### config.mk
export PLATFORM = sky130hd
export DESIGN_NAME = pwt_core
export DESIGN_NICKNAME = d
export VERILOG_FILES = /design/src/include/pwt_pkg.sv /design/src/design/pwt_core.sv
export SDC_FILE = /design/constraint.sdc
export NUM_CORES = 1
export LEC_CHECK = 0
export BUFFER_PORTS_ARGS = -buffer_cell sky130_fd_sc_hd__buf_2
export CAP_MARGIN = 10
export CORE_ASPECT_RATIO = 1.75
export CORE_UTILIZATION = 55
export CTS_CLUSTER_DIAMETER = 30
export DETAILED_ROUTE_END_ITERATION = 8
export PLACE_DENSITY_LB_ADDON = 0.15
export SLEW_MARGIN = 40
export SYNTH_ARGS = -nofsm -noshare
export SYNTH_HDL_FRONTEND = slang
export SYNTH_SLANG_ARGS = --single-unit
### constraint.sdc
create_clock -name sys_clk -period 6.2 [get_ports sys_clk]
set_input_delay 0 -clock sys_clk [delete_from_list [all_inputs] [get_ports sys_clk]]
set_output_delay 0 -clock sys_clk [all_outputs]
set_load 0.02 [all_outputs]
### src/include/pwt_pkg.sv
// constants, types and register map of the pwm timer slice
// assumes a single 50 MHz clock shared by core, bus and converter side
package pwt_pkg;
  // clock and event spacing
  localparam int CLK_NS = 20;
  localparam int GAP_CORE_N = 6;
  localparam int GAP_BUS_N = 4;
  localparam int GAP_NS = GAP_CORE_N * CLK_NS + GAP_BUS_N * CLK_NS;
  localparam int GAP_CYC = (GAP_NS + CLK_NS - 1) / CLK_NS;
  // register offsets (byte addresses)
  localparam logic [7:0] OFF_CTRL = 8'h00;
  localparam logic [7:0] OFF_SWSTART = 8'h04;
  localparam logic [7:0] OFF_PERIOD = 8'h08;
  localparam logic [7:0] OFF_CNT = 8'h0C;
  localparam logic [7:0] OFF_PCOUNT = 8'h10;
  localparam logic [7:0] OFF_STATUS = 8'h14;
  localparam logic [7:0] OFF_MASK = 8'h18;
  localparam logic [7:0] OFF_IOCTL = 8'h1C;
  localparam logic [7:0] OFF_IOBUF = 8'h20;
  localparam logic [7:0] OFF_STOPCFG = 8'h24;
  localparam logic [7:0] OFF_CMP = 8'h28;
  localparam logic [7:0] OFF_ADCSEL = 8'h40;
  // field positions
  localparam int CTRL_START = 0;
  localparam int CTRL_TRI = 1;
  localparam int PC_EN = 8;
  localparam int BUF_EN = 8;
  localparam int SC_PIN_EN = 0;
  localparam int SC_SHORT_EN = 1;
  localparam int SC_CANCEL = 2;
  localparam int SC_PIN_CLR = 4;
  localparam int SC_SHORT_CLR = 5;
  localparam int ST_OVF = 0;
  localparam int ST_TROUGH = 1;
  localparam int ST_PCF = 2;
  localparam int ST_STOP = 3;
  localparam int NSTAT = 4;
  localparam int NADC = 9;
  // reset values
  localparam logic [15:0] PERIOD_RST = 16'hFFFF;
  localparam logic [15:0] CMP_RST = 16'h0000;
  localparam logic [7:0] PCOUNT_RST = 8'h00;
  localparam logic [1:0] IOFN_RST = 2'h0;
  // adc trigger sources
  localparam logic [1:0] SRC_NONE = 2'h0;
  localparam logic [1:0] SRC_OVF = 2'h1;
  localparam logic [1:0] SRC_TROUGH = 2'h2;
  localparam logic [1:0] SRC_CMP = 2'h3;
  // counting direction
  typedef enum logic {PWT_UP = 1'b0, PWT_DOWN = 1'b1} pwt_dir_t;
endpackage

### src/design/pwt_core.sv
// pwm timer slice: counter, period count, io field, output stop, adc trig
// assumes an apb master on sys_clk; detect and event pins are asynchronous
//
// Overview of operation
// - detection flags keep stop request asserted regardless
// - stop request is OR of detection signals
// - period stop versus start: finish, keep counting
// - io field write beats buffer transfer
// - io field read returns pre-update value
// - interrupt is the registered status and mask level, repeats not spaced
// - nine adc trigger selects bypass event link
// - same adc trigger repeats spaced by gap
// - incoming event repeats not spaced; each synced rising edge starts the counter
// - different selects are not spaced against each other
`timescale 1ns/1ps
module pwt_core (
  input wire logic sys_clk,
  input wire logic rst_n,
  input wire logic psel,
  input wire logic penable,
  input wire logic pwrite,
  input wire logic [7:0] paddr,
  input wire logic [31:0] pwdata,
  output logic [31:0] prdata,
  output logic pready,
  output logic pslverr,
  input wire logic pinDetect,
  input wire logic shortDetect,
  input wire logic extEvent,
  output logic pwmOut,
  output logic stopReq,
  output logic irq,
  output logic [8:0] adcTrig
);
  localparam int GAP = pwt_pkg::GAP_CYC;
  localparam int NSTAT = pwt_pkg::NSTAT; // status and mask width
  localparam int NADC = pwt_pkg::NADC; // direct adc trigger channels

  // address match, used by every write decode below
  function automatic logic hit(input logic [7:0] a, input logic [7:0] o);
    hit = (a == o);
  endfunction

  // pin synchronisers, first stage read only by second
  logic [2:0] sync1_q;
  logic [2:0] sync2_q;
  logic extPrev_q;
  always_ff @(posedge sys_clk or negedge rst_n)
  begin
    if (!rst_n)
    begin
      sync1_q <= 3'h0;
      sync2_q <= 3'h0;
      extPrev_q <= 1'b0;
    end
    else
    begin
      sync1_q <= {extEvent, shortDetect, pinDetect};
      sync2_q <= sync1_q;
      extPrev_q <= sync2_q[2];
    end
  end
  wire pinS = sync2_q[0];
  wire shortS = sync2_q[1];
  wire extRise = sync2_q[2] & ~extPrev_q;

  // bus strobes: setup answered with pready in the following access cycle
  wire setup = psel & ~penable;
  wire acc = psel & penable & pready;
  wire wr = acc & pwrite;
  wire rdStat = acc & ~pwrite & hit(paddr, pwt_pkg::OFF_STATUS);

  // register state
  logic startBit_q, startBit_d;   // count start
  logic tri_q, tri_d;             // triangle mode
  logic [15:0] period_q, period_d;
  logic [15:0] cmp_q, cmp_d;
  logic [15:0] cnt_q, cnt_d;      // running counter
  pwt_pkg::pwt_dir_t dir_q, dir_d;
  logic [7:0] pcTarget_q, pcTarget_d;
  logic [7:0] pcCnt_q, pcCnt_d;   // periods seen so far
  logic pcEn_q, pcEn_d;
  logic [NSTAT-1:0] stat_q, stat_d;
  logic [NSTAT-1:0] mask_q, mask_d;
  logic [1:0] ioFn_q, ioFn_d;     // io pin function field
  logic [1:0] ioBuf_q, ioBuf_d;
  logic bufEn_q, bufEn_d;
  logic [2:0] stopCfg_q, stopCfg_d;
  logic pinFlag_q, pinFlag_d;
  logic shortFlag_q, shortFlag_d;
  logic [1:0] adcSel_q [NADC];
  logic ovf, trough, cmpHit, pcDone, swStart, bufXfer, ioWr, rawDet;

  // counter, period count, io field, flags and status
  always_comb
  begin
    startBit_d = startBit_q;
    tri_d = tri_q;
    period_d = period_q;
    cmp_d = cmp_q;
    cnt_d = cnt_q;
    dir_d = dir_q;
    pcTarget_d = pcTarget_q;
    pcCnt_d = pcCnt_q;
    pcEn_d = pcEn_q;
    stat_d = stat_q;
    mask_d = mask_q;
    ioFn_d = ioFn_q;
    ioBuf_d = ioBuf_q;
    bufEn_d = bufEn_q;
    stopCfg_d = stopCfg_q;
    pinFlag_d = pinFlag_q;
    shortFlag_d = shortFlag_q;
    ovf = 1'b0;
    trough = 1'b0;
    // counting, direction held as a two-state machine
    if (startBit_q)
    begin
      case (dir_q)
        pwt_pkg::PWT_UP:
        begin
          if (cnt_q >= period_q)
          begin
            ovf = 1'b1;
            if (tri_q)
            begin
              dir_d = pwt_pkg::PWT_DOWN;
              cnt_d = cnt_q - 16'h0001;
            end
            else
              cnt_d = 16'h0000;
          end
          else
            cnt_d = cnt_q + 16'h0001;
        end
        pwt_pkg::PWT_DOWN:
        begin
          if (cnt_q == 16'h0000)
          begin
            trough = 1'b1;
            dir_d = pwt_pkg::PWT_UP;
            cnt_d = 16'h0001;
          end
          else
            cnt_d = cnt_q - 16'h0001;
        end
        default: dir_d = pwt_pkg::PWT_UP;
      endcase
    end
    cmpHit = startBit_q & (cnt_q == cmp_q);
    // period count: one period per overflow
    pcDone = 1'b0;
    if (pcEn_q && ovf)
    begin
      if (pcCnt_q + 8'h01 >= pcTarget_q)
        pcDone = 1'b1;
      else
        pcCnt_d = pcCnt_q + 8'h01;
    end
    // a start through either register counts as a software start
    swStart = wr & ((hit(paddr, pwt_pkg::OFF_SWSTART) & pwdata[0])
      | (hit(paddr, pwt_pkg::OFF_CTRL) & pwdata[pwt_pkg::CTRL_START]));
    // control writes first, conflicts resolved afterwards
    if (wr && hit(paddr, pwt_pkg::OFF_CTRL))
    begin
      startBit_d = pwdata[pwt_pkg::CTRL_START];
      tri_d = pwdata[pwt_pkg::CTRL_TRI];
    end
    if (swStart)
      startBit_d = 1'b1;
    if (wr && hit(paddr, pwt_pkg::OFF_PERIOD))
      period_d = pwdata[15:0];
    if (wr && hit(paddr, pwt_pkg::OFF_CMP))
      cmp_d = pwdata[15:0];
    if (wr && hit(paddr, pwt_pkg::OFF_PCOUNT))
    begin
      pcTarget_d = pwdata[7:0];
      pcEn_d = pwdata[pwt_pkg::PC_EN];
      pcCnt_d = 8'h00;
    end
    if (pcDone)
    begin
      // finish period count; start write, if any, keeps counter going
      pcEn_d = 1'b0;
      pcCnt_d = 8'h00;
      if (!swStart)
        startBit_d = 1'b0;
    end
    if (wr && hit(paddr, pwt_pkg::OFF_MASK))
      mask_d = pwdata[NSTAT-1:0];
    // io field: buffer transfer at overflow, software write wins
    ioWr = wr & hit(paddr, pwt_pkg::OFF_IOCTL);
    bufXfer = bufEn_q & ovf;
    if (bufXfer)
      ioFn_d = ioBuf_q;
    if (ioWr)
      ioFn_d = pwdata[1:0];
    if (wr && hit(paddr, pwt_pkg::OFF_IOBUF))
    begin
      ioBuf_d = pwdata[1:0];
      bufEn_d = pwdata[pwt_pkg::BUF_EN];
    end
    // detection flags: software clear, detection set wins
    if (wr && hit(paddr, pwt_pkg::OFF_STOPCFG))
    begin
      stopCfg_d = pwdata[2:0];
      if (pwdata[pwt_pkg::SC_PIN_CLR])
        pinFlag_d = 1'b0;
      if (pwdata[pwt_pkg::SC_SHORT_CLR])
        shortFlag_d = 1'b0;
    end
    if (pinS && stopCfg_q[pwt_pkg::SC_PIN_EN])
      pinFlag_d = 1'b1;
    if (shortS && stopCfg_q[pwt_pkg::SC_SHORT_EN])
      shortFlag_d = 1'b1;
    // sticky status: read clears, a same-cycle event wins
    // clear only what the read reported: an event after setup survives
    if (rdStat)
      stat_d = stat_q & ~prdata[NSTAT-1:0];
    if (ovf)
      stat_d[pwt_pkg::ST_OVF] = 1'b1;
    if (trough)
      stat_d[pwt_pkg::ST_TROUGH] = 1'b1;
    if (pcDone)
      stat_d[pwt_pkg::ST_PCF] = 1'b1;
    if (rawDet && !stopReq)
      stat_d[pwt_pkg::ST_STOP] = 1'b1;
    // external event starts counting, one per synced edge
    if (extRise)
      startBit_d = 1'b1;
  end

  // raw detection path; the cancel bit only silences this path
  assign rawDet = pinFlag_q | shortFlag_q | (~stopCfg_q[pwt_pkg::SC_CANCEL]
    & ((pinS & stopCfg_q[pwt_pkg::SC_PIN_EN])
    | (shortS & stopCfg_q[pwt_pkg::SC_SHORT_EN])));

  // register the core state
  always_ff @(posedge sys_clk or negedge rst_n)
  begin
    if (!rst_n)
    begin
      startBit_q <= 1'b0;
      tri_q <= 1'b0;
      period_q <= pwt_pkg::PERIOD_RST;
      cmp_q <= pwt_pkg::CMP_RST;
      cnt_q <= 16'h0000;
      dir_q <= pwt_pkg::PWT_UP;
      pcTarget_q <= pwt_pkg::PCOUNT_RST;
      pcCnt_q <= 8'h00;
      pcEn_q <= 1'b0;
      stat_q <= '0;
      mask_q <= '0;
      ioFn_q <= pwt_pkg::IOFN_RST;
      ioBuf_q <= pwt_pkg::IOFN_RST;
      bufEn_q <= 1'b0;
      stopCfg_q <= 3'h0;
      pinFlag_q <= 1'b0;
      shortFlag_q <= 1'b0;
      stopReq <= 1'b0;
      irq <= 1'b0;
      pwmOut <= 1'b0;
    end
    else
    begin
      startBit_q <= startBit_d;
      tri_q <= tri_d;
      period_q <= period_d;
      cmp_q <= cmp_d;
      cnt_q <= cnt_d;
      dir_q <= dir_d;
      pcTarget_q <= pcTarget_d;
      pcCnt_q <= pcCnt_d;
      pcEn_q <= pcEn_d;
      stat_q <= stat_d;
      mask_q <= mask_d;
      ioFn_q <= ioFn_d;
      ioBuf_q <= ioBuf_d;
      bufEn_q <= bufEn_d;
      stopCfg_q <= stopCfg_d;
      pinFlag_q <= pinFlag_d;
      shortFlag_q <= shortFlag_d;
      stopReq <= rawDet;
      irq <= |(stat_q & mask_q);
      // stop forces the pin low; field picks the waveform
      pwmOut <= ~rawDet & (ioFn_q[1] ? ((cnt_q < cmp_q) ^ ioFn_q[0])
        : ioFn_q[0]);
    end
  end

  // adc trigger channels, each spaced on its own
  genvar gi;
  generate
    for (gi = 0; gi < NADC; gi++)
    begin : g_adc
      logic pend_q, pend_d;
      logic [7:0] gap_q, gap_d;
      logic src;
      always_comb
      begin
        case (adcSel_q[gi])
          pwt_pkg::SRC_OVF: src = ovf;
          pwt_pkg::SRC_TROUGH: src = trough;
          pwt_pkg::SRC_CMP: src = cmpHit;
          default: src = 1'b0;
        endcase
        pend_d = pend_q | src;
        gap_d = (gap_q != 8'h00) ? gap_q - 8'h01 : 8'h00;
        if (pend_q && gap_q == 8'h00)
        begin
          pend_d = src;
          gap_d = 8'(GAP - 1);
        end
      end
      always_ff @(posedge sys_clk or negedge rst_n)
      begin
        if (!rst_n)
        begin
          pend_q <= 1'b0;
          gap_q <= 8'h00;
          adcTrig[gi] <= 1'b0;
          adcSel_q[gi] <= pwt_pkg::SRC_NONE;
        end
        else
        begin
          pend_q <= pend_d;
          gap_q <= gap_d;
          adcTrig[gi] <= pend_q & (gap_q == 8'h00);
          if (wr && hit(paddr, pwt_pkg::OFF_ADCSEL + 8'(gi * 4)))
            adcSel_q[gi] <= pwdata[1:0];
        end
      end
    end
  endgenerate

  // apb slave: read data caught at setup, so a same-edge update reads old
  logic [31:0] rd;
  logic mapped;
  always_comb
  begin
    rd = 32'h0000_0000;
    mapped = 1'b1;
    if (paddr >= pwt_pkg::OFF_ADCSEL
      && paddr < pwt_pkg::OFF_ADCSEL + 8'(NADC * 4) && paddr[1:0] == 2'h0)
      rd[1:0] = adcSel_q[4'((paddr - pwt_pkg::OFF_ADCSEL) >> 2)];
    else
      case (paddr)
        pwt_pkg::OFF_CTRL: rd[1:0] = {tri_q, startBit_q};
        pwt_pkg::OFF_SWSTART: rd = 32'h0000_0000;
        pwt_pkg::OFF_PERIOD: rd[15:0] = period_q;
        pwt_pkg::OFF_CNT: rd[15:0] = cnt_q;
        pwt_pkg::OFF_PCOUNT: rd[8:0] = {pcEn_q, pcTarget_q};
        pwt_pkg::OFF_STATUS: rd[NSTAT-1:0] = stat_q;
        pwt_pkg::OFF_MASK: rd[NSTAT-1:0] = mask_q;
        pwt_pkg::OFF_IOCTL: rd[1:0] = ioFn_q;
        pwt_pkg::OFF_IOBUF: rd[8:0] = {bufEn_q, 6'h00, ioBuf_q};
        pwt_pkg::OFF_STOPCFG:
          rd[5:0] = {shortFlag_q, pinFlag_q, 1'b0, stopCfg_q};
        pwt_pkg::OFF_CMP: rd[15:0] = cmp_q;
        default: mapped = 1'b0;
      endcase
  end
  always_ff @(posedge sys_clk or negedge rst_n)
  begin
    if (!rst_n)
    begin
      pready <= 1'b0;
      pslverr <= 1'b0;
      prdata <= 32'h0000_0000;
    end
    else
    begin
      pready <= setup;
      pslverr <= setup & ~mapped;
      if (setup)
        prdata <= pwrite ? 32'h0000_0000 : rd;
    end
  end

  // checks
  logic [7:0] since0_q;
  always_ff @(posedge sys_clk or negedge rst_n)
  begin
    if (!rst_n)
      since0_q <= 8'hFF;
    else if (adcTrig[0])
      since0_q <= 8'h01;
    else if (since0_q != 8'hFF)
      since0_q <= since0_q + 8'h01;
  end
endmodule

==> metrics.txt <==
first-pass GRT wire length 48600 um; clk_skew 0.0192 ns; n_diodes 0; leading area contributor after synthesis dfrtp_1; first drt pass iteration count 5; Syn Inst Count 1246; Initial Util 0.559; Pleak 7.15 nW; Clk Latency, worst-skew pair 0.51 ns; max_slew headroom 0.349; Sink Count 222; Total Power 3.90 mW; fin nets 1444; Synth Flop Type dfrtp_1; Area contributors post-synth dfrtp_1 (43%), ha_1 (6.5%), nand2_1 (5.1%); Max Clock Freq 302 MHz; CTS max path bufs 3; largest net degree at the start of global routing 85; Reg area 5580 sq um; CTS root buf clkbuf_16; fillcell total 1773; fin crit period 3.31 ns; Std-Cell Rows 71; Worst-path clk slew 0.06 ns; max capacitance violation total 0; Via Count 9636; routability cong. 0.931; H-tree depth 2; Slew @ Worst Pin 0.967 ns; Cell Area, Placed 12600 sq um; Max Slew Vio Count 0; CTS-repair resized insts 0; Data required, critical path 6.59 ns; Netlist cell types 78; CP max-delay cell or4_4; All-Layer GR Usage 0.274; Yosys reg bits 222; CP arrival 3.70 ns; Initial DRC Count 535; fin crit share 0.533; Max VDD drop 0.261 mV; fraction of registers with async set/reset 1.00; Post-synth top cells dfrtp_1 (206), nand2_1 (162), nor2_1 (97), inv_1 (82), o21ai_0 (71); initial antenna violation count 1; Port Buf Inserts 61; Worst Hold Class input port to flop; Pwr Density 277 nW/um^2; cell family with the largest share of critical-path delay simple AND/OR/NAND/NOR gates; worst path cell trace inv_1 -> ha_1 -> and3_4 -> nand4_1 -> or4_4 -> a31oi_4 -> nand2_1 -> nor2_1 -> o21ai_1; CP max FO 13; Hold Violations, Final 0; setup violators final 0; die width 114 um; Wirelength per Cell 17.8 um; setup_tns 0 ns; top-count cell post-synth dfrtp_1; GRT Residual Overflow 0; Critical Path Source Type flop; share of layout cells above drive strength 1 0.157; DRT Wirelength 29300 um; register area share after synthesis 0.464; status finished clean; ANT nets after route 0; Mean Syn Cell Area 9.64 sq um; CP bufs+invs 1; Syn Std Cell Area 12000 sq um; HPWL Detailed 20900 um; Yosys warning total 0; Critical Setup Path Class flop to flop; Final Instance Area 14100 sq um; Post-synth EDFFs 0; Inserted Clock Buffers 36; vias per inst 5.84; Layout area overhead 17.4%; die area 22500 sq um; Ports 94; share of Yosys cell area claimed by the top area cell type 0.429; Die H 198 um; vias in the first global route 9874; Post-CTS Setup Inserts 0; RSZ-0062 raised after global routing false; TritonCTS clock tree built; Core Footprint 21500 sq um; DRC 0; Multi-input gate area 5970 sq um; CP Capture Type flop; slowest cell delay on critical path 0.55 ns
==> cell usage in the layout, fill, tap and decap left out, types with 21 or more instances in the layout <==
cell type      count
xnor2_1           32
o21ai_1           32
nand2_1          162
xor2_1            21
a21oi_1           48
clkbuf_16         38
nor3_1            35
o21ai_0           71
mux2_2            30
inv_1             82
nand3_1           27
ha_1              62
buf_2             60
dlygate4sd3_1     21
nor2_1            95
dfrtp_1          206
==> registers in the layout (all words and copies together), names as in the netlist, 2 cells and up <==
register,flops
adcSel_q,18
adcTrig,9
cmp_q,16
cnt_q,16
g_adc.gap_q,72
g_adc.pend_q,9
ioBuf_q,2
ioFn_q,2
mask_q,4
pcCnt_q,8
pcTarget_q,8
period_q,16
prdata,16
stat_q,4
stopCfg_q,3
sync1_q,3
sync2_q,3
==> area by class of cell <==
class,instances,area share
multi-input cells,901,0.424
flip-flops and latches,222,0.395
clock buffers,46,0.0731
repair buffers,91,0.0446
well taps,292,0.0259
inverters,82,0.0218
clock inverters,17,0.0154
==> where the power goes <==
group | switching [mW] | leakage (nW) | internal (mW)
registers | 0.0783 | 2.83 | 1.48
logic | 0.175 | 3.72 | 0.122
clock network | 0.701 | 0.600 | 1.34
==> worst min-delay path, cell delays in order <==
cell,delay [ns]
buf_2,0.12
nand3_1,0.10
nor4_2,0.08
nand2_1,0.07
a21o_1,0.10
==> per-stage QoR <==
stage	instances	util	setup slack (ns)	hold slack, ns
final	1651	0.656	2.89	0.00270
after CTS	1649	0.653	2.91	0.0223
after floorplan	1261	-	3.53	-0.296
after detailed placement	1565	0.585	2.89	0.0347
after global placement	1565	0.582	2.89	0.0320
after global routing	1651	0.656	2.77	0.0269
==> what timing repair did <==
action | CTS | global route
hold buffers | 21 | 0
endpoints found under the hold margin | 134 | 0
endpoints found under the setup margin | 0 | 0
==> routing by layer <==
metal	GRT usage	vias to the layer above	routed length, um
met5	0	-	11
met3	0.0353	104	1110
li1	-	4541	-
met1	0.303	4731	11000
met4	0.154	2	1570
met2	0.501	258	15600
==> final timing paths <==
kind,slack [ns],endpoint,depth (start not counted),startpoint
min,0.003,stat_q[0],5,psel
min reg2reg,0.35,sync2_q[0],0,sync1_q[0]
max,2.89,startBit_q,9,period_q[15]
min in group asynchronous,0.08,g_adc[1].gap_q[7],2,rst_n
max in group asynchronous,5.04,period_q[8],4,rst_n
max reg2reg,2.89,startBit_q,9,period_q[15]
==> cell families (layout without fill, tap and decap cells) <==
kind of cell,Yosys count,count (layout),synth area share
buffers and inverters,138,236,0.0495
other,1,16,0.000312
and+or+nand+nor,460,460,0.191
adders and majority gates,62,62,0.0646
DFF,222,222,0.464
muxes,49,49,0.0494
xor gates and xnor gates,53,53,0.0386
AOI/OAI and AO/OA,261,261,0.143
Note: power is estimated with default switching activity, not from simulation.
